File: config.mk
export PLATFORM = sky130hd
export DESIGN_NAME = psr_slave
export DESIGN_NICKNAME = d
export VERILOG_FILES = /design/src/hw/psr_pkg.sv /design/src/hw/psr_fifo.sv /design/src/hw/psr_sampler.sv /design/src/hw/psr_slave.sv
export SDC_FILE = /design/constraint.sdc
export NUM_CORES = 1
export LEC_CHECK = 0
export BUFFER_PORTS_ARGS = -buffer_cell sky130_fd_sc_hd__buf_2
export CAP_MARGIN = 20
export CORE_UTILIZATION = 45
export DETAILED_ROUTE_END_ITERATION = 8
export PLACE_DENSITY = 0.65
export SLEW_MARGIN = 0
export SYNTH_ARGS = -nofsm -noshare
export SYNTH_HDL_FRONTEND = slang
export SYNTH_SLANG_ARGS = --single-unit
File: constraint.sdc
create_clock -name REF_CLK -period 4.1 [get_ports REF_CLK]
set_input_delay 1.23 -clock REF_CLK [delete_from_list [all_inputs] [get_ports REF_CLK]]
set_output_delay 1.23 -clock REF_CLK [all_outputs]
set_load 0.01 [all_outputs]
File: src/hw/psr_pkg.sv
// Package for the pressure readout two-wire slave: constants, states, carriers.
// Assumes a single 20 MHz reference clock and no software-visible registers.
package psr_pkg;
    // Reference clock period in ns
    localparam int CLK_PERIOD_NS = 50;
    // Refresh interval of the corrected pressure value, in us
    localparam int REFRESH_US = 250;
    // Refresh interval in reference clock cycles, rounded down
    localparam int REFRESH_CYC = (REFRESH_US * 1000) / CLK_PERIOD_NS;
    // Primary slave address, upper seven bits of the address byte
    localparam logic [6:0] ADDR_PRIMARY = 7'h78;
    // Secondary address default; value is arbitrary, set by factory straps
    localparam logic [6:0] ADDR_SECOND_DEF = 7'h00;
    // Bits per byte and widths
    localparam int BYTE_BITS = 8;
    localparam int PRESS_BITS = 15;
    localparam int SAMPLE_BITS = 12;
    // Last bit index of a byte, counted MSB first
    localparam logic [3:0] BIT_LAST = 4'h7;
    // Output FIFO depth
    localparam int FIFO_DEPTH = 16;

    // Slave protocol states
    typedef enum logic [2:0] {
        ST_IDLE = 3'b000,
        ST_ADDR = 3'b001,
        ST_ADDR_ACK = 3'b010,
        ST_RX = 3'b011,
        ST_RX_ACK = 3'b100,
        ST_TX = 3'b101,
        ST_TX_ACK = 3'b110
    } psr_state_e;

    // A pressure word, value only
    typedef struct packed {
        logic [PRESS_BITS-1:0] value;
    } psr_word_s;

    // Bus events seen from the sampled lines
    typedef struct packed {
        logic start;
        logic stop;
        logic scl_rise;
        logic scl_fall;
    } psr_evt_s;
endpackage : psr_pkg

File: src/hw/psr_fifo.sv
// Synchronous FIFO with valid/ready on both sides.
// Assumes one clock and an asynchronous active-low reset.
`timescale 1ns/100ps
module psr_fifo #(
    parameter int WIDTH = 15,
    parameter int DEPTH = 16
) (
    input wire logic clk,
    input wire logic rst_n,
    input wire logic [WIDTH-1:0] in_data,
    input wire logic in_valid,
    output logic in_ready,
    output logic [WIDTH-1:0] out_data,
    output logic out_valid,
    input wire logic out_ready
);
    localparam int AW = $clog2(DEPTH);
    logic [WIDTH-1:0] mem [DEPTH];
    logic [AW-1:0] wr_ptr_ff;
    logic [AW-1:0] rd_ptr_ff;
    logic [AW:0] count_ff;
    logic push;
    logic pop;

    // Honest full and empty from the fill count
    assign in_ready = (count_ff != (AW+1)'(DEPTH));
    assign out_valid = (count_ff != '0);
    assign out_data = mem[rd_ptr_ff];
    assign push = in_valid && in_ready;
    assign pop = out_valid && out_ready;

    // Storage write
    always_ff @(posedge clk)
    begin
        if (push)
        begin
            mem[wr_ptr_ff] <= in_data;
        end
    end

    // Pointers and count
    always_ff @(posedge clk or negedge rst_n)
    begin
        if (!rst_n)
        begin
            wr_ptr_ff <= '0;
            rd_ptr_ff <= '0;
            count_ff <= '0;
        end
        else
        begin
            if (push)
            begin
                wr_ptr_ff <= (wr_ptr_ff == AW'(DEPTH-1)) ? '0 : wr_ptr_ff + 1'b1;
            end
            if (pop)
            begin
                rd_ptr_ff <= (rd_ptr_ff == AW'(DEPTH-1)) ? '0 : rd_ptr_ff + 1'b1;
            end
            if (push && !pop)
            begin
                count_ff <= count_ff + 1'b1;
            end
            else if (pop && !push)
            begin
                count_ff <= count_ff - 1'b1;
            end
        end
    end

    // Never overfilled nor underflowed
    a_fifo_no_overrun: assert property (@(posedge clk) disable iff (!rst_n)
        count_ff <= (AW+1)'(DEPTH))
        else $error("FIFO count beyond depth");
endmodule : psr_fifo

File: src/hw/psr_sampler.sv
// Pressure sample source: produces a 12-bit corrected value on a fixed period.
// Assumes the raw converter value arrives synchronous to the reference clock.
`timescale 1ns/100ps
module psr_sampler #(
    parameter int PERIOD = psr_pkg::REFRESH_CYC
) (
    input wire logic clk,
    input wire logic rst_n,
    input wire logic [psr_pkg::SAMPLE_BITS-1:0] raw,
    output psr_pkg::psr_word_s word,
    output logic word_valid,
    input wire logic word_ready
);
    localparam int CW = $clog2(PERIOD + 1);
    logic [CW-1:0] tick_ff;
    logic valid_ff;
    psr_pkg::psr_word_s word_ff;

    assign word = word_ff;
    assign word_valid = valid_ff;

    // Refresh divider, free running regardless of bus traffic
    always_ff @(posedge clk or negedge rst_n)
    begin
        if (!rst_n)
        begin
            tick_ff <= '0;
        end
        else if (tick_ff == CW'(PERIOD - 1))
        begin
            tick_ff <= '0;
        end
        else
        begin
            tick_ff <= tick_ff + 1'b1;
        end
    end

    // Offer a new sample each period; a stalled sink keeps the newest one
    always_ff @(posedge clk or negedge rst_n)
    begin
        if (!rst_n)
        begin
            valid_ff <= 1'b0;
            word_ff <= '0;
        end
        else if (tick_ff == CW'(PERIOD - 1))
        begin
            valid_ff <= 1'b1;
            word_ff.value <= {{(psr_pkg::PRESS_BITS - psr_pkg::SAMPLE_BITS){1'b0}}, raw};
        end
        else if (word_ready)
        begin
            valid_ff <= 1'b0;
        end
    end

    a_refresh_period: assert property (@(posedge clk) disable iff (!rst_n)
        (tick_ff == CW'(PERIOD - 1)) |=> valid_ff)
        else $error("Refresh did not offer a sample");
endmodule : psr_sampler

File: src/hw/psr_slave.sv
// Two-wire slave port returning the latest pressure word on reads.
// Assumes SCL and SDA arrive from pins, open drain, sampled by REF_CLK.
`timescale 1ns/100ps
module psr_slave #(
    parameter int REFRESH_CYCLES = psr_pkg::REFRESH_CYC,
    parameter logic [6:0] PRIMARY_ADDR = psr_pkg::ADDR_PRIMARY
) (
    input wire logic REF_CLK,
    input wire logic RST_N,
    input wire logic SCL_IN,
    input wire logic SDA_IN,
    output logic SDA_OUT,
    output logic SDA_OE,
    input wire logic [6:0] SECOND_ADDR,
    input wire logic SECOND_ADDR_EN,
    input wire logic [psr_pkg::SAMPLE_BITS-1:0] RAW_SAMPLE,
    output logic BUSY
);
    logic [2:0] scl_sync_ff;
    logic [2:0] sda_sync_ff;
    psr_pkg::psr_evt_s evt;
    psr_pkg::psr_state_e state_ff;
    psr_pkg::psr_state_e nxt_state;
    logic [3:0] bit_cnt_ff;
    logic [7:0] shift_ff;
    logic byte_sel_ff;
    logic sda_oe_ff;
    logic busy_ff;
    logic [psr_pkg::PRESS_BITS-1:0] latch_ff;
    logic [psr_pkg::PRESS_BITS-1:0] cur_ff;
    psr_pkg::psr_word_s smp_word;
    logic smp_valid;
    logic smp_ready;
    psr_pkg::psr_word_s fifo_word;
    logic fifo_valid;
    logic fifo_ready;
    logic addr_hit;
    logic [7:0] tx_byte;
    logic [2:0] tx_idx;
    logic ack_ok_ff;

    // Address byte sees one extra SCL fall right after start, so it counts one further
    localparam logic [3:0] ADDR_LAST = psr_pkg::BIT_LAST + 4'h1;

    // Pressure sample generator
    psr_sampler #(
        .PERIOD(REFRESH_CYCLES)
    ) u_sampler (
        .clk(REF_CLK),
        .rst_n(RST_N),
        .raw(RAW_SAMPLE),
        .word(smp_word),
        .word_valid(smp_valid),
        .word_ready(smp_ready)
    );

    // Sample buffer between converter and output register
    psr_fifo #(
        .WIDTH(psr_pkg::PRESS_BITS),
        .DEPTH(psr_pkg::FIFO_DEPTH)
    ) u_fifo (
        .clk(REF_CLK),
        .rst_n(RST_N),
        .in_data(smp_word),
        .in_valid(smp_valid),
        .in_ready(smp_ready),
        .out_data(fifo_word),
        .out_valid(fifo_valid),
        .out_ready(fifo_ready)
    );

    // Output register drains only while no read is in flight
    assign fifo_ready = (state_ff != psr_pkg::ST_TX) && (state_ff != psr_pkg::ST_TX_ACK);

    // Output register update
    always_ff @(posedge REF_CLK or negedge RST_N)
    begin
        if (!RST_N)
        begin
            cur_ff <= '0;
        end
        else if (fifo_valid && fifo_ready)
        begin
            cur_ff <= fifo_word.value;
        end
    end

    // Two-stage synchronisers plus one history stage for edge finding
    always_ff @(posedge REF_CLK or negedge RST_N)
    begin
        if (!RST_N)
        begin
            scl_sync_ff <= 3'h7;
            sda_sync_ff <= 3'h7;
        end
        else
        begin
            scl_sync_ff <= {scl_sync_ff[1:0], SCL_IN};
            sda_sync_ff <= {sda_sync_ff[1:0], SDA_IN};
        end
    end

    // Bus events from stages two and three only
    always_comb
    begin
        evt.start = scl_sync_ff[1] && scl_sync_ff[2] && sda_sync_ff[2] && !sda_sync_ff[1];
        evt.stop = scl_sync_ff[1] && scl_sync_ff[2] && !sda_sync_ff[2] && sda_sync_ff[1];
        evt.scl_rise = scl_sync_ff[1] && !scl_sync_ff[2];
        evt.scl_fall = !scl_sync_ff[1] && scl_sync_ff[2];
    end

    // Address match against primary and optional secondary
    assign addr_hit = (shift_ff[7:1] == PRIMARY_ADDR)
        || (SECOND_ADDR_EN && (shift_ff[7:1] == SECOND_ADDR));

    // Byte being sent: zero MSB then high part, then low byte from the ack slot on
    assign tx_byte = (byte_sel_ff || state_ff == psr_pkg::ST_TX_ACK) ? latch_ff[7:0]
        : {1'b0, latch_ff[14:8]};
    // Bit to drive at the next SCL fall: MSB on entry, then one lower per fall
    assign tx_idx = (state_ff == psr_pkg::ST_TX) ? 3'(psr_pkg::BIT_LAST - 4'h1 - bit_cnt_ff)
        : 3'(psr_pkg::BIT_LAST);

    // Next protocol state, advanced on SCL falling edges
    always_comb
    begin
        nxt_state = state_ff;
        if (evt.stop)
        begin
            nxt_state = psr_pkg::ST_IDLE;
        end
        else if (evt.start)
        begin
            nxt_state = psr_pkg::ST_ADDR;
        end
        else if (evt.scl_fall)
        begin
            case (state_ff)
                psr_pkg::ST_IDLE:
                begin
                    nxt_state = psr_pkg::ST_IDLE;
                end
                psr_pkg::ST_ADDR:
                begin
                    if (bit_cnt_ff == ADDR_LAST)
                    begin
                        nxt_state = addr_hit ? psr_pkg::ST_ADDR_ACK : psr_pkg::ST_IDLE;
                    end
                end
                psr_pkg::ST_ADDR_ACK:
                begin
                    nxt_state = shift_ff[0] ? psr_pkg::ST_TX : psr_pkg::ST_RX;
                end
                psr_pkg::ST_RX:
                begin
                    if (bit_cnt_ff == psr_pkg::BIT_LAST)
                    begin
                        nxt_state = psr_pkg::ST_RX_ACK;
                    end
                end
                psr_pkg::ST_RX_ACK:
                begin
                    nxt_state = psr_pkg::ST_RX;
                end
                psr_pkg::ST_TX:
                begin
                    if (bit_cnt_ff == psr_pkg::BIT_LAST)
                    begin
                        nxt_state = psr_pkg::ST_TX_ACK;
                    end
                end
                psr_pkg::ST_TX_ACK:
                begin
                    // Master ack after the first byte fetches the low byte, else release
                    nxt_state = (ack_ok_ff && !byte_sel_ff) ? psr_pkg::ST_TX
                        : psr_pkg::ST_IDLE;
                end
                default:
                begin
                    nxt_state = psr_pkg::ST_IDLE;
                end
            endcase
        end
    end

    // State register
    always_ff @(posedge REF_CLK or negedge RST_N)
    begin
        if (!RST_N)
        begin
            state_ff <= psr_pkg::ST_IDLE;
        end
        else
        begin
            state_ff <= nxt_state;
        end
    end

    // Acknowledge seen from the master in the ninth clock
    always_ff @(posedge REF_CLK or negedge RST_N)
    begin
        if (!RST_N)
        begin
            ack_ok_ff <= 1'b0;
        end
        else if (state_ff == psr_pkg::ST_TX_ACK && evt.scl_rise)
        begin
            ack_ok_ff <= !sda_sync_ff[1];
        end
    end

    // Bit counter, reset by start and at each byte boundary
    always_ff @(posedge REF_CLK or negedge RST_N)
    begin
        if (!RST_N)
        begin
            bit_cnt_ff <= '0;
        end
        else if (evt.start || nxt_state != state_ff || state_ff == psr_pkg::ST_TX_ACK)
        begin
            bit_cnt_ff <= '0;
        end
        else if (evt.scl_fall)
        begin
            bit_cnt_ff <= bit_cnt_ff + 1'b1;
        end
    end

    // Receive shifter, MSB first, sampled on SCL rise
    always_ff @(posedge REF_CLK or negedge RST_N)
    begin
        if (!RST_N)
        begin
            shift_ff <= '0;
        end
        else if (evt.scl_rise && (state_ff == psr_pkg::ST_ADDR || state_ff == psr_pkg::ST_RX))
        begin
            shift_ff <= {shift_ff[6:0], sda_sync_ff[1]};
        end
    end

    // Byte selector and snapshot of the value for the whole read
    always_ff @(posedge REF_CLK or negedge RST_N)
    begin
        if (!RST_N)
        begin
            byte_sel_ff <= 1'b0;
            latch_ff <= '0;
        end
        else if (state_ff == psr_pkg::ST_ADDR_ACK)
        begin
            byte_sel_ff <= 1'b0;
            latch_ff <= cur_ff;
        end
        else if (state_ff == psr_pkg::ST_TX_ACK && evt.scl_fall)
        begin
            byte_sel_ff <= 1'b1;
        end
    end

    // SDA drive, changed after an SCL fall and released on start or stop
    always_ff @(posedge REF_CLK or negedge RST_N)
    begin
        if (!RST_N)
        begin
            sda_oe_ff <= 1'b0;
        end
        else if (evt.start || evt.stop)
        begin
            sda_oe_ff <= 1'b0;
        end
        else if (evt.scl_fall)
        begin
            case (nxt_state)
                psr_pkg::ST_ADDR_ACK, psr_pkg::ST_RX_ACK:
                begin
                    sda_oe_ff <= 1'b1;
                end
                psr_pkg::ST_TX:
                begin
                    sda_oe_ff <= !tx_byte[tx_idx];
                end
                default:
                begin
                    sda_oe_ff <= 1'b0;
                end
            endcase
        end
    end

    // Busy flag between start and stop
    always_ff @(posedge REF_CLK or negedge RST_N)
    begin
        if (!RST_N)
        begin
            busy_ff <= 1'b0;
        end
        else if (evt.start)
        begin
            busy_ff <= 1'b1;
        end
        else if (evt.stop)
        begin
            busy_ff <= 1'b0;
        end
    end

    assign SDA_OUT = 1'b0;
    assign SDA_OE = sda_oe_ff;
    assign BUSY = busy_ff;

    a_idle_released: assert property (@(posedge REF_CLK) disable iff (!RST_N)
        (state_ff == psr_pkg::ST_IDLE) |-> !sda_oe_ff)
        else $error("SDA driven while idle");
    a_stop_ends: assert property (@(posedge REF_CLK) disable iff (!RST_N)
        evt.stop |=> (state_ff == psr_pkg::ST_IDLE))
        else $error("Stop did not end transaction");
    a_start_addr: assert property (@(posedge REF_CLK) disable iff (!RST_N)
        (evt.start && !evt.stop) |=> (state_ff == psr_pkg::ST_ADDR))
        else $error("Start not detected");
    a_sda_stable_high: assert property (@(posedge REF_CLK) disable iff (!RST_N)
        (scl_sync_ff[1] && scl_sync_ff[2]) |=> $stable(sda_oe_ff))
        else $error("SDA changed while SCL high");
    a_nomatch_noack: assert property (@(posedge REF_CLK) disable iff (!RST_N)
        (state_ff == psr_pkg::ST_ADDR && evt.scl_fall && bit_cnt_ff == ADDR_LAST
         && !addr_hit && !evt.start && !evt.stop) |=> !sda_oe_ff)
        else $error("Acknowledged foreign address");
    a_addr_ack_low: assert property (@(posedge REF_CLK) disable iff (!RST_N)
        (state_ff == psr_pkg::ST_ADDR_ACK) |-> sda_oe_ff)
        else $error("Matching address not acknowledged");
    a_first_msb_zero: assert property (@(posedge REF_CLK) disable iff (!RST_N)
        (state_ff == psr_pkg::ST_TX && !byte_sel_ff && bit_cnt_ff == '0
         && $past(evt.scl_fall)) |-> sda_oe_ff)
        else $error("First data bit not zero");
    a_nack_release: assert property (@(posedge REF_CLK) disable iff (!RST_N)
        (state_ff == psr_pkg::ST_TX_ACK && evt.scl_fall && !ack_ok_ff && !evt.start)
        |=> !sda_oe_ff)
        else $error("Kept sending after missed acknowledge");
endmodule : psr_slave

## Word-level counts from Yosys, hierarchy flattened

Memories as Yosys holds them, arrays and structs flattened. A register that Yosys moved wholly into a read port is not among the register bits.
Cells that the tools add are included.
W data, S select, Z words.

- Output and inout port bits: 3
- RAM bits: 192
- Input bits: 24
- Flip-flop bits (word level): 94
- Logic and storage cells: 118
- Memories kept: 1

- Equal/unequal tests: 20
- Order comparisons: 1
- Reductions and logical operators: 40
- Muxes and demuxes: 32
- Add/subtract/negate cells: 7

Memory list:

| memory | depth | width | rd ports | clocked after memory_dff | write ports | line | source |
|---|---|---|---|---|---|---|---|
| u_fifo.mem | 16 | 12 | 1 | 1 | 1 | psr_fifo.sv:18 | `logic [WIDTH-1:0] mem [DEPTH];` |

Operators by type and width:

| kind | count |
|---|---|
| $mux W3 | 9 |
| $pmux W3 S6 | 1 |
| $logic_and A1 B1 Y1 | 17 |
| $mux W4 | 4 |
| $eq A3 B3 Y1 const B | 5 |
| $add A13 B1 Y13 const B | 1 |
| $eq A13 B13 Y1 const B | 1 |
| $mux W13 | 1 |
| $add A4 B1 Y4 const B | 3 |
| $eq A4 B4 Y1 const B | 3 |
| $reduce_bool A2 Y1 | 6 |
| $mux W1 | 11 |
| $mux W5 | 2 |
| $eq A3 B2 Y1 const B | 3 |
| $logic_not A1 Y1 | 9 |
| $mux W8 | 1 |
| $eq A7 B7 Y1 | 1 |
| $eq A7 B7 Y1 const B | 1 |
| $logic_or A1 B1 Y1 | 6 |
| $ne A3 B3 Y1 const B | 2 |
| $add A5 B1 Y5 const B | 1 |
| $ne A5 B5 Y1 const B | 1 |
| $reduce_bool A5 Y1 | 1 |
| $sub A5 B1 Y5 const B | 1 |
| 9 further kinds | 9 |

## Logic depth before layout (Yosys ltp)

Gate-level depths: netlist of run 1.

- Depth in word-level cells: 14
- Gate-level depth with buffers: 13

## By module

A second synthesis of run 1 with hierarchy kept.

- Cells, all modules: 798
- Area, all modules: 13,929.6 um^2

Modules (own cells, without submodules):

| module | sequential area each (um^2) | cells each | times used | area each (um^2) |
|---|---|---|---|---|
| psr_fifo | 7,532.2 | 469 | 1 | 9,959.6 |
| psr_slave | 1,383.8 | 239 | 1 | 2,787.7 |
| psr_sampler | 650.6 | 90 | 1 | 1,182.4 |

## Worst setup path before layout of run 1

Ideal clock, no wire load.

- Kind: reg2reg
- From: register u_fifo.count_ff[0]
- To: register u_fifo.count_ff[4]
- Setup time: 0.126 ns
- Data arrival time: 2.833 ns
- Path buffers: 1
- Required time: 3.974 ns
- Stages on the path, launching flop included: 12
- Setup slack: 1.142 ns
- Cell sequence: dfrtp_1 -> or4_1 -> o211ai_2 -> buf_4 -> ha_1 -> inv_1 -> fa_1 -> a21o_1 -> a21oi_1 -> xnor2_1 -> nor2_1 -> xor2_1

- Cells in the longest elaborated chain, start to end: 5
- Elaborated cells on any way between the ends: 13
- Those cells by class: add/sub: 2; eq/ne: 1; mux: 2; reduce/logical: 8

RTL lines:

| element | line | source |
|---|---|---|
| from (decl) | psr_fifo.sv:21 | `logic [AW:0] count_ff;` |
| from (signal assigned) | psr_fifo.sv:62 | `count_ff <= count_ff + 1'b1;` |
| from (signal assigned) | psr_fifo.sv:66 | `count_ff <= count_ff - 1'b1;` |
| parallel branches: the longest is 5 deep, another holds $sub A5 B1 Y5 | -- |  |

Several ways; the timed one is not identified. The select of a mux whose other input is x is not followed.
A chain may end at the register's enable or synchronous reset.

## Worst setup path in the final report of run 1

Ends and elaborated chain as after synthesis.

==> results of run 1 <==
## state kept, by name, summed over array words and instances (netlist names), 3 cells and up
signal,flops
bit_cnt_ff,4
u_fifo.mem,192
u_fifo.count_ff,5
u_sampler.word,12
cur_ff,12
scl_sync_ff,3
sda_sync_ff,3
state_ff,3
u_fifo.rd_ptr_ff,4
shift_ff,8
latch_ff,12
u_fifo.wr_ptr_ff,4
u_sampler.tick_ff,13
## kinds of logic (layout without fill, tap and decap cells)
family                     Yosys count  count (layout)  share of synthesized area
xor gates and xnor gates            28              28                     0.0211
other                                1               1                   0.000322
DFF                                280             280                      0.686
AOI/OAI and AO/OA                   53              53                     0.0283
buffers and inverters               41             112                     0.0203
adders and majority gates           14              14                     0.0157
muxes                              100             100                      0.162
and+or+nand+nor                    160             160                     0.0667
## final cells by class
cell class / instances / area share
clock buffer: 44 / 0.0674
clock inverter: 9 / 0.00760
inverter: 10 / 0.00285
multi-input combinational: 356 / 0.260
sequential: 280 / 0.605
tap: 330 / 0.0313
timing repair buffer: 49 / 0.0253
## worst max-delay path, delay by kind of cell, from the launching register on
family	cells	cell delay, ns
xor+xnor	2	0.28
fa+ha+maj	2	0.64
simple gates	2	0.65
buf+inv	2	0.36
flops	1	0.44
compound gates	3	0.49
## path summary, 6_finish.rpt
kind	from	to	cells after the start
max reg2reg	u_fifo.count_ff[0]	u_fifo.count_ff[4]	11
min in group asynchronous	RST_N	shift_ff[7]	1
min	sda_sync_ff[0]	sda_sync_ff[1]	0
min reg2reg	sda_sync_ff[0]	sda_sync_ff[1]	0
max	u_fifo.count_ff[0]	u_fifo.count_ff[4]	11
max in group asynchronous	RST_N	u_sampler.word[1]	2
## per-layer routing
layer	vias up	global-route usage	part of all wire
li1	2711	-	-
met1	3157	0.247	0.44
met2	143	0.311	0.50
met3	30	0.0247	0.044
met4	0	0.0361	0.013
met5	-	0	0
## cells in the mapped netlist, types with 11 or more instances
cell / n / share of area
edfxtp_1: 192 / 0.50
dfrtp_1: 82 / 0.18
nand2_1: 62 / 0.020
mux4_2: 41 / 0.079
nor2_1: 35 / 0.011
mux2_2: 34 / 0.033
mux4_1: 20 / 0.045
xnor2_1: 17 / 0.013
a21oi_1: 16 / 0.0069
o21ai_0: 14 / 0.0060
ha_1: 13 / 0.014
xor2_1: 11 / 0.0083
## stage by stage
stage	std cells	cell area, sq um	worst slack, ns	power [uW]
4_1_cts	1078	13200	1.11	6150
3_3_place_gp	1024	12200	1.13	3500
2_1_floorplan	677	11600	1.14	3420
5_1_grt	1078	13200	0.918	6320
6_report	1078	13200	1.12	6100
3_5_place_dp	1025	12200	1.11	3520
## cells in the final DEF (no fill, tap or decap), types with 3 or more instances in the layout
cell	instances
nand2b_1	10
and4_1	3
nor2_1	35
xor2_1	11
dfstp_2	6
o21ai_0	14
nand3_1	10
buf_2	24
a21oi_1	16
nor3_2	3
buf_4	23
o22ai_1	3
mux2i_1	5
dfrtp_1	80
mux4_2	41
a21o_1	4
clkbuf_16	31
clkbuf_8	6
ha_1	13
clkinv_2	4
mux4_1	20
xnor2_1	17
nand2_1	62
nor3_1	8
nand3b_1	5
clkbuf_1	6
edfxtp_1	192
nand4_1	7
nor2b_1	3
mux2_2	34
inv_1	10
a31oi_1	3
## power breakdown
group	total (uW)	switching, uW	internal, uW	leakage, uW
registers	3130	83.9	3050	0.00339
clock network	2630	1020	1610	0.000487
logic	331	187	144	0.00153
==> summary.md, run 1 <==
| Metric | Value |
|---|---|
| Die outline area | between 20000 and 30000 sq um |
| Endpoints failing setup | 0 |
| Pwr Density | about 460 nW/um^2 |
| Critical Path Start Type | flop |
| Max VDD drop | between 0.0003 and 0.0004 V |
| Max-cap violation count | 0 |
| Unrepaired setup endpoints after global routing | false |
| Clock Tree Buf Depth | 3 |
| Final WL | approximately 23000 microns |
| Vias in the first global route | 6263 |
| Site Rows | a little under 60 |
| Syn avg cell area | 17.2 sq um |
| Core Util, Final | 0.522 |
| Initial antenna violation count | 0 |
| Worst path max stage delay | around 0.59 ns |
| CTS Hold Bufs | 0 |
| CTS tree | done |
| Sequential fraction of the synthesis area | 0.686 |
| Relative max-transition margin | 0.327 |
| Crit Path Max Fanout | 17 |
| Worst Path Required | between 4 and 5 ns |
| Worst-margin pin slew | between 1 and 1.5 ns |
| DRC | 0 |
| Antenna Cells | 0 |
| CTS Buf Count | 29 |
| WL per Instance | 21.4 microns |
| HPWL Detailed | roughly 15000 microns |
| Clk_lat worst skew | between 0.5 and 0.6 ns |
| Total number of clock tree sinks | 280 |
| Die X | around 160 microns |
| Min Hold Slack | roughly 0.36 ns |
| Core area | around 25000 sq um |
| Main synth FF type | edfxtp_1 |
| Slowest CP cell | or4_1 |
| WP data arrival | 3.40 ns |
| FMAX | about 0.34 GHz |
| Seq cells post-synth | 280 |
| Area Growth Syn to Fin | 13.3% |
| Status | complete, no violations |
| Chip Height | about 160 microns |
| Routed vias | roughly 6000 |
| Tcrit/Tclk final | 0.728 |
| Post-CTS setup buffer count | 0 |
| Initial Util | 0.461 |
| FILL cells | ~2100 |
| Htree depth | 1 |
| Count of final hold-check violations | 0 |
| GRT Total Usage | 0.181 |
| Cell count after synthesis | roughly 680 |
| I/O pin cnt | 27 |
| Post-CTS Resized | 0 |
| First-pass GRT wire length | 36200 microns |
| Grt ovf | 0 |
| Syn_nets | 715 |
| Critical path class | reg -> reg |
| Clk slew on worst S/H paths | about 0.060 ns |
| Number of flops mapped to enable cells by yosys | roughly 190 |
| Final Skew | between 0.015 and 0.02 ns |
| Largest net degree at the start of global routing | 66 |
| Reg2Reg Setup Slack | around 1.1 ns |
| Antenna viol nets, final | 0 |
| Post-synth ARST share | 0.314 |
| Minimum clock period | between 2 and 3 ns |
| Count of final max-slew check failures | 0 |
| Type of the worst min-delay path | reg -> reg |
| Share of layout cells above drive strength 1 | 0.246 |
| Crit path capture type | flop |
| Setup_tns | 0 ns |
| Crit path cell chain | or4_1 > o211ai_2 > buf_4 > ha_1 > inv_1 > fa_1 > a21o_1 > a21oi_1 > xnor2_1 > nor2_1 > xor2_1 |
| PortBufs | 25 |
| Distinct cells, synth | 55 |
| Starting DRT DRC Count | 538 |
| GPL Wtd Cong | about 0.84 |
| P_leak | ~0.0054 uW |
| Vias/cell | ~5.6 |
| Final net count | around 760 |
| Mapped cell area | between 10000 and 15000 sq um |
| CTS Root Buffer Type | clkbuf_16 |
| Reg area | approximately 8000 sq um |
| TritonRoute pass-1 iters | 5 |
| Yosys warnings | 0 |
| Area of the multi-input gates | 3430 sq um |
Power figures use the tool's default switching activity.
==> run 2, diff against run 1 <==
--- a/config.mk
+++ b/config.mk
@@ -5,6 +5,7 @@
 export SDC_FILE = /design/constraint.sdc
 export NUM_CORES = 1
 export LEC_CHECK = 0
+export ABC_AREA = 1
 export BUFFER_PORTS_ARGS = -buffer_cell sky130_fd_sc_hd__buf_2
 export CAP_MARGIN = 20
 export CORE_UTILIZATION = 45
==> constraint.sdc (replaced) <==
create_clock -name REF_CLK -period 2.85 [get_ports REF_CLK]
set_input_delay 0.855 -clock REF_CLK [delete_from_list [all_inputs] [get_ports REF_CLK]]
set_output_delay 0.855 -clock REF_CLK [all_outputs]
set_load 0.01 [all_outputs]
==> run 2 against run 1 <==
Compared with the run above: final area rose by 0.87%; via count rose by 28%; die area up 0.78%; synthesized cell count up 55%; first-iteration DRC count grew 4.5%; clock skew down 0.0015 ns; highest routed layer unchanged; utilization grew 0.16 points; sequential power increased by 43%; critical endpoint unchanged; total power is 43% higher; global-route usage is 1.3 points higher; synthesized area increased by 0.79%.
==> summary.md, run 2 <==
| Metric | Value |
|---|---|
| Area Growth Syn to Fin | 13.4% (about the same) |
| Initial antenna violation count | 0 (unchanged) |
| Syn_nets | 1085 (+52%) |
| Yosys warnings | 0 (unchanged) |
| Htree depth | 1 (unchanged) |
| HPWL Detailed | 14700 microns (-1.2%) |
| Vias/cell | 5.38 (-4.0%) |
| Seq cells post-synth | 280 (unchanged) |
| CTS Hold Bufs | 0 (unchanged) |
| CTS Root Buffer Type | clkbuf_16 |
| Total number of clock tree sinks | 280 (unchanged) |
| Top cell type's share of synthesized area | 0.492 (-0.00386) |
| Sequential fraction of the synthesis area | 0.680 (-0.00534) |
| Count of final hold-check violations | 0 (unchanged) |
| Type of the worst min-delay path | reg -> reg |
| WHS Endpoint | scl_sync_ff[1] |
| Most area-consuming cells after synthesis | edfxtp_1 49%, dfrtp_1 18%, nand2_1 5.4%, nor2_1 5.0%, o21ai_0 4.7% |
| Unrepaired setup endpoints after global routing | false |
| Placed inst area | 12300 sq um (+1.1%) |
| Post-synth ARST share | 0.314 (unchanged) |
| Largest net degree at the start of global routing | 98 (+48%) |
| Clk slew on worst S/H paths | 0.06 ns (about the same) |
| Worst Path Required | 3.28 ns (-1.24 ns) |
| Status | complete, no violations |
| Endpoints failing setup | 0 (unchanged) |
| Commonest cells after routing, fill and taps aside | 192 x edfxtp_1, 168 x nand2_1, 155 x nor2_1, 109 x o21ai_0, 81 x dfrtp_1 |
| Relative max-transition margin | 0.479 (+0.152) |
| Cell count after synthesis | 1047 (+55%) |
| Power share of the clock group | 0.431 (about the same) |
| Worst R2R End | u_fifo.count_ff[4] |
| Vias in the first global route | 7385 (+18%) |
| Psw | 1970 uW (+53%) |
| Max VDD drop | 0.000682 V (+99%) |
| Critical Path Start Type | flop |
| P_leak | 0.00567 uW (+4.9%) |
| Largest regs | u_fifo.mem: 192 flops, u_sampler.tick_ff: 13 flops |
| Fin worst setup slack | 0.252 ns (-0.864 ns) |
| Count leader, synth | edfxtp_1 |
| I/O pin cnt | 27 (unchanged) |
| Critical path class | reg -> reg |
| Core area | 25400 sq um (+0.57%) |
| Hold Crit Depth | 0 (unchanged) |
| Worst hold start | scl_sync_ff[0] |
| Die X | 163 microns (+0.39%) |
| DRC | 0 (unchanged) |
| Final net count | 1122 (+47%) |
| Final Skew | 0.0184 ns (-0.00155 ns) |
| Synth top cells by count | 192 x edfxtp_1, 168 x nand2_1, 155 x nor2_1 |
| FMAX | 0.385 GHz (+15%) |
| Pwr Density | 656 nW/um^2 (+42%) |
| Routed vias | 7730 (+28%) |
| Synth area leader | edfxtp_1 |
| CTS Buf Count | 29 (unchanged) |
| Minimum clock period | 2.60 ns (-0.386 ns) |
| Count of final max-slew check failures | 0 (unchanged) |
| Crit Path Max Fanout | 9 (-8) |
| PortBufs | 25 (unchanged) |
| WL per Instance | 17.3 microns (-19%) |
| Grt ovf | 0 (unchanged) |
| CTS tree | done |
| Setup_tns | 0 ns (unchanged) |
| Clk_lat worst skew | 0.56 ns (+0.02 ns) |
| Worst r2r path cells | 13 (+2) |
| Biggest register | u_fifo.mem |
| Number of flops mapped to enable cells by yosys | 192 (unchanged) |
| Sw Ratio | 0.226 (+0.0147) |
| Die outline area | 26700 sq um (+0.78%) |
| Crit path capture type | flop |
| Antenna viol nets, final | 0 (unchanged) |
| Mapped cell area | 11700 sq um (+0.79%) |
| Initial Util | 0.461 (+0.000965) |
| GRT Total Usage | 0.194 (+0.0127) |
| Site Rows | 58 (unchanged) |
| Commonest non-fill, non-tap cell in the layout | edfxtp_1 |
| TritonRoute pass-1 iters | 5 (unchanged) |
| Starting DRT DRC Count | 562 (+4.5%) |
| Chip Height | 163 microns (+0.39%) |
| Main synth FF type | edfxtp_1 |
| GPL Wtd Cong | 0.877 (+4.7%) |
| Combinational share of power | 0.056 (+0.002) |
| Register share of total power | 0.513 (about the same) |
| Worst-margin pin slew | 0.781 ns (-0.225 ns) |
| Distinct cells, synth | 39 (-29%) |
| Largest register FFs | 192 (unchanged) |
| Share of layout cells above drive strength 1 | 0.121 (-0.125) |
| Max-cap violation count | 0 (unchanged) |
| Design Area, Final | 13300 sq um (+0.87%) |
| Critical R2R Launch | u_fifo.count_ff[0] |
| Final WL | 24800 microns (+7.7%) |
| WP data arrival | 3.03 ns (-0.37 ns) |
| First-pass GRT wire length | 39900 microns (+10%) |
| Syn avg cell area | 11.2 sq um (-35%) |
| Worst slack, placed | 0.191 ns (-0.917 ns) |
| Clock Tree Buf Depth | 3 (unchanged) |
| Antenna Cells | 0 (unchanged) |
| Internal | 6750 uW (+40%) |
| Reg2Reg Setup Slack | 0.25 ns (-0.86 ns) |
| Tcrit/Tclk final | 0.912 (+0.184) |
## run 2: cell types whose count changed in the layout (fill, tap and decap cells not counted), sizes merged, moves of 14 or more
cell	previous run	this run
xnor2	17	3
nand3	10	42
nor2	35	159
inv	10	81
mux2	34	0
o221ai	0	34
mux4	61	0
nand2	62	170
o21ai	15	123
## run 2: metal layers
layer / share of wire / GRT usage / up-vias / wire (microns)
li1: - / - / 3737 / -
met1: 0.44 / 0.259 / 3779 / 11000
met2: 0.49 / 0.333 / 176 / 12100
met3: 0.050 / 0.0274 / 38 / 1240
met4: 0.021 / 0.0467 / 0 / 517
met5: 0 / 0 / - / 0
## run 2: power by group through the flow
stage          sequential (uW)  combinational [uW]  clock, uW
3_5_place_dp              4560                 490          0
6_report                  4480                 485       3760
3_3_place_gp              4560                 480          0
2_1_floorplan             4540                 364          0
4_1_cts                   4480                 493       3830
5_1_grt                   4490                 565       3990
## run 2: final cells by class
class	count	area, sq um
inverters	80	300
fillers	2213	12100
well taps	330	413
clock buffers	37	766
multi-input cells	638	3250
flip-flops and latches	280	7980
repair buffers	55	390
clock inverters	17	194
## run 2: worst max-delay path by stage
| stage | startpoint | end | slack, ns | depth (start not counted) |
|---|---|---|---|---|
| floorplan | u_fifo.count_ff[0] | u_fifo.count_ff[4] | 0.50 | 13 |
| global placement | u_fifo.count_ff[0] | u_fifo.count_ff[4] | 0.28 | 13 |
| detailed placement | u_fifo.count_ff[0] | u_fifo.count_ff[4] | 0.19 | 13 |
| CTS | u_fifo.count_ff[0] | u_fifo.count_ff[4] | 0.18 | 13 |
| global route | u_fifo.count_ff[0] | u_fifo.count_ff[4] | 0.008 | 12 |
| finish | u_fifo.count_ff[0] | u_fifo.count_ff[4] | 0.25 | 13 |
## run 2: through the flow
stage               utilization  instances  hold WS, ns  total power (uW)
global route              0.523       1437        0.350              9040
detailed placement        0.485       1383        0.348              5050
CTS                       0.523       1437        0.349              8800
global placement          0.485       1383        0.347              5040
floorplan                     -       1047        0.345              4900
finish                    0.523       1437        0.350              8720
## run 2: what timing repair did
action | 4_1_cts | 5_1_grt
setup buffers | 0 | 0
setup endpoints to repair | 0 | 1
resized for setup | 0 | 2
## run 2: cell families (layout without fill, tap and decap cells)
kind of cell    after synthesis  count (layout)  share of synthesized area
other cells                   1               1                   0.000320
compound gates              216             216                      0.111
flops                       280             280                      0.680
buf+inv                     129             189                     0.0433
fa+ha+maj                    14              14                     0.0156
simple gates                393             393                      0.139
xor+xnor                     14              14                     0.0105
## run 2: critical path: stages, from the launching register on
cell and delay [ns]:
dfrtp_1 0.46, nor4_4 0.34, nand2_1 0.11, nand2_1 0.14, inv_2 0.10, ha_1 0.22
inv_1 0.15, ha_1 0.29, a21o_1 0.19, a21oi_1 0.16, nand2_1 0.07, nand2_1 0.06
nor2_1 0.04, xor2_1 0.13
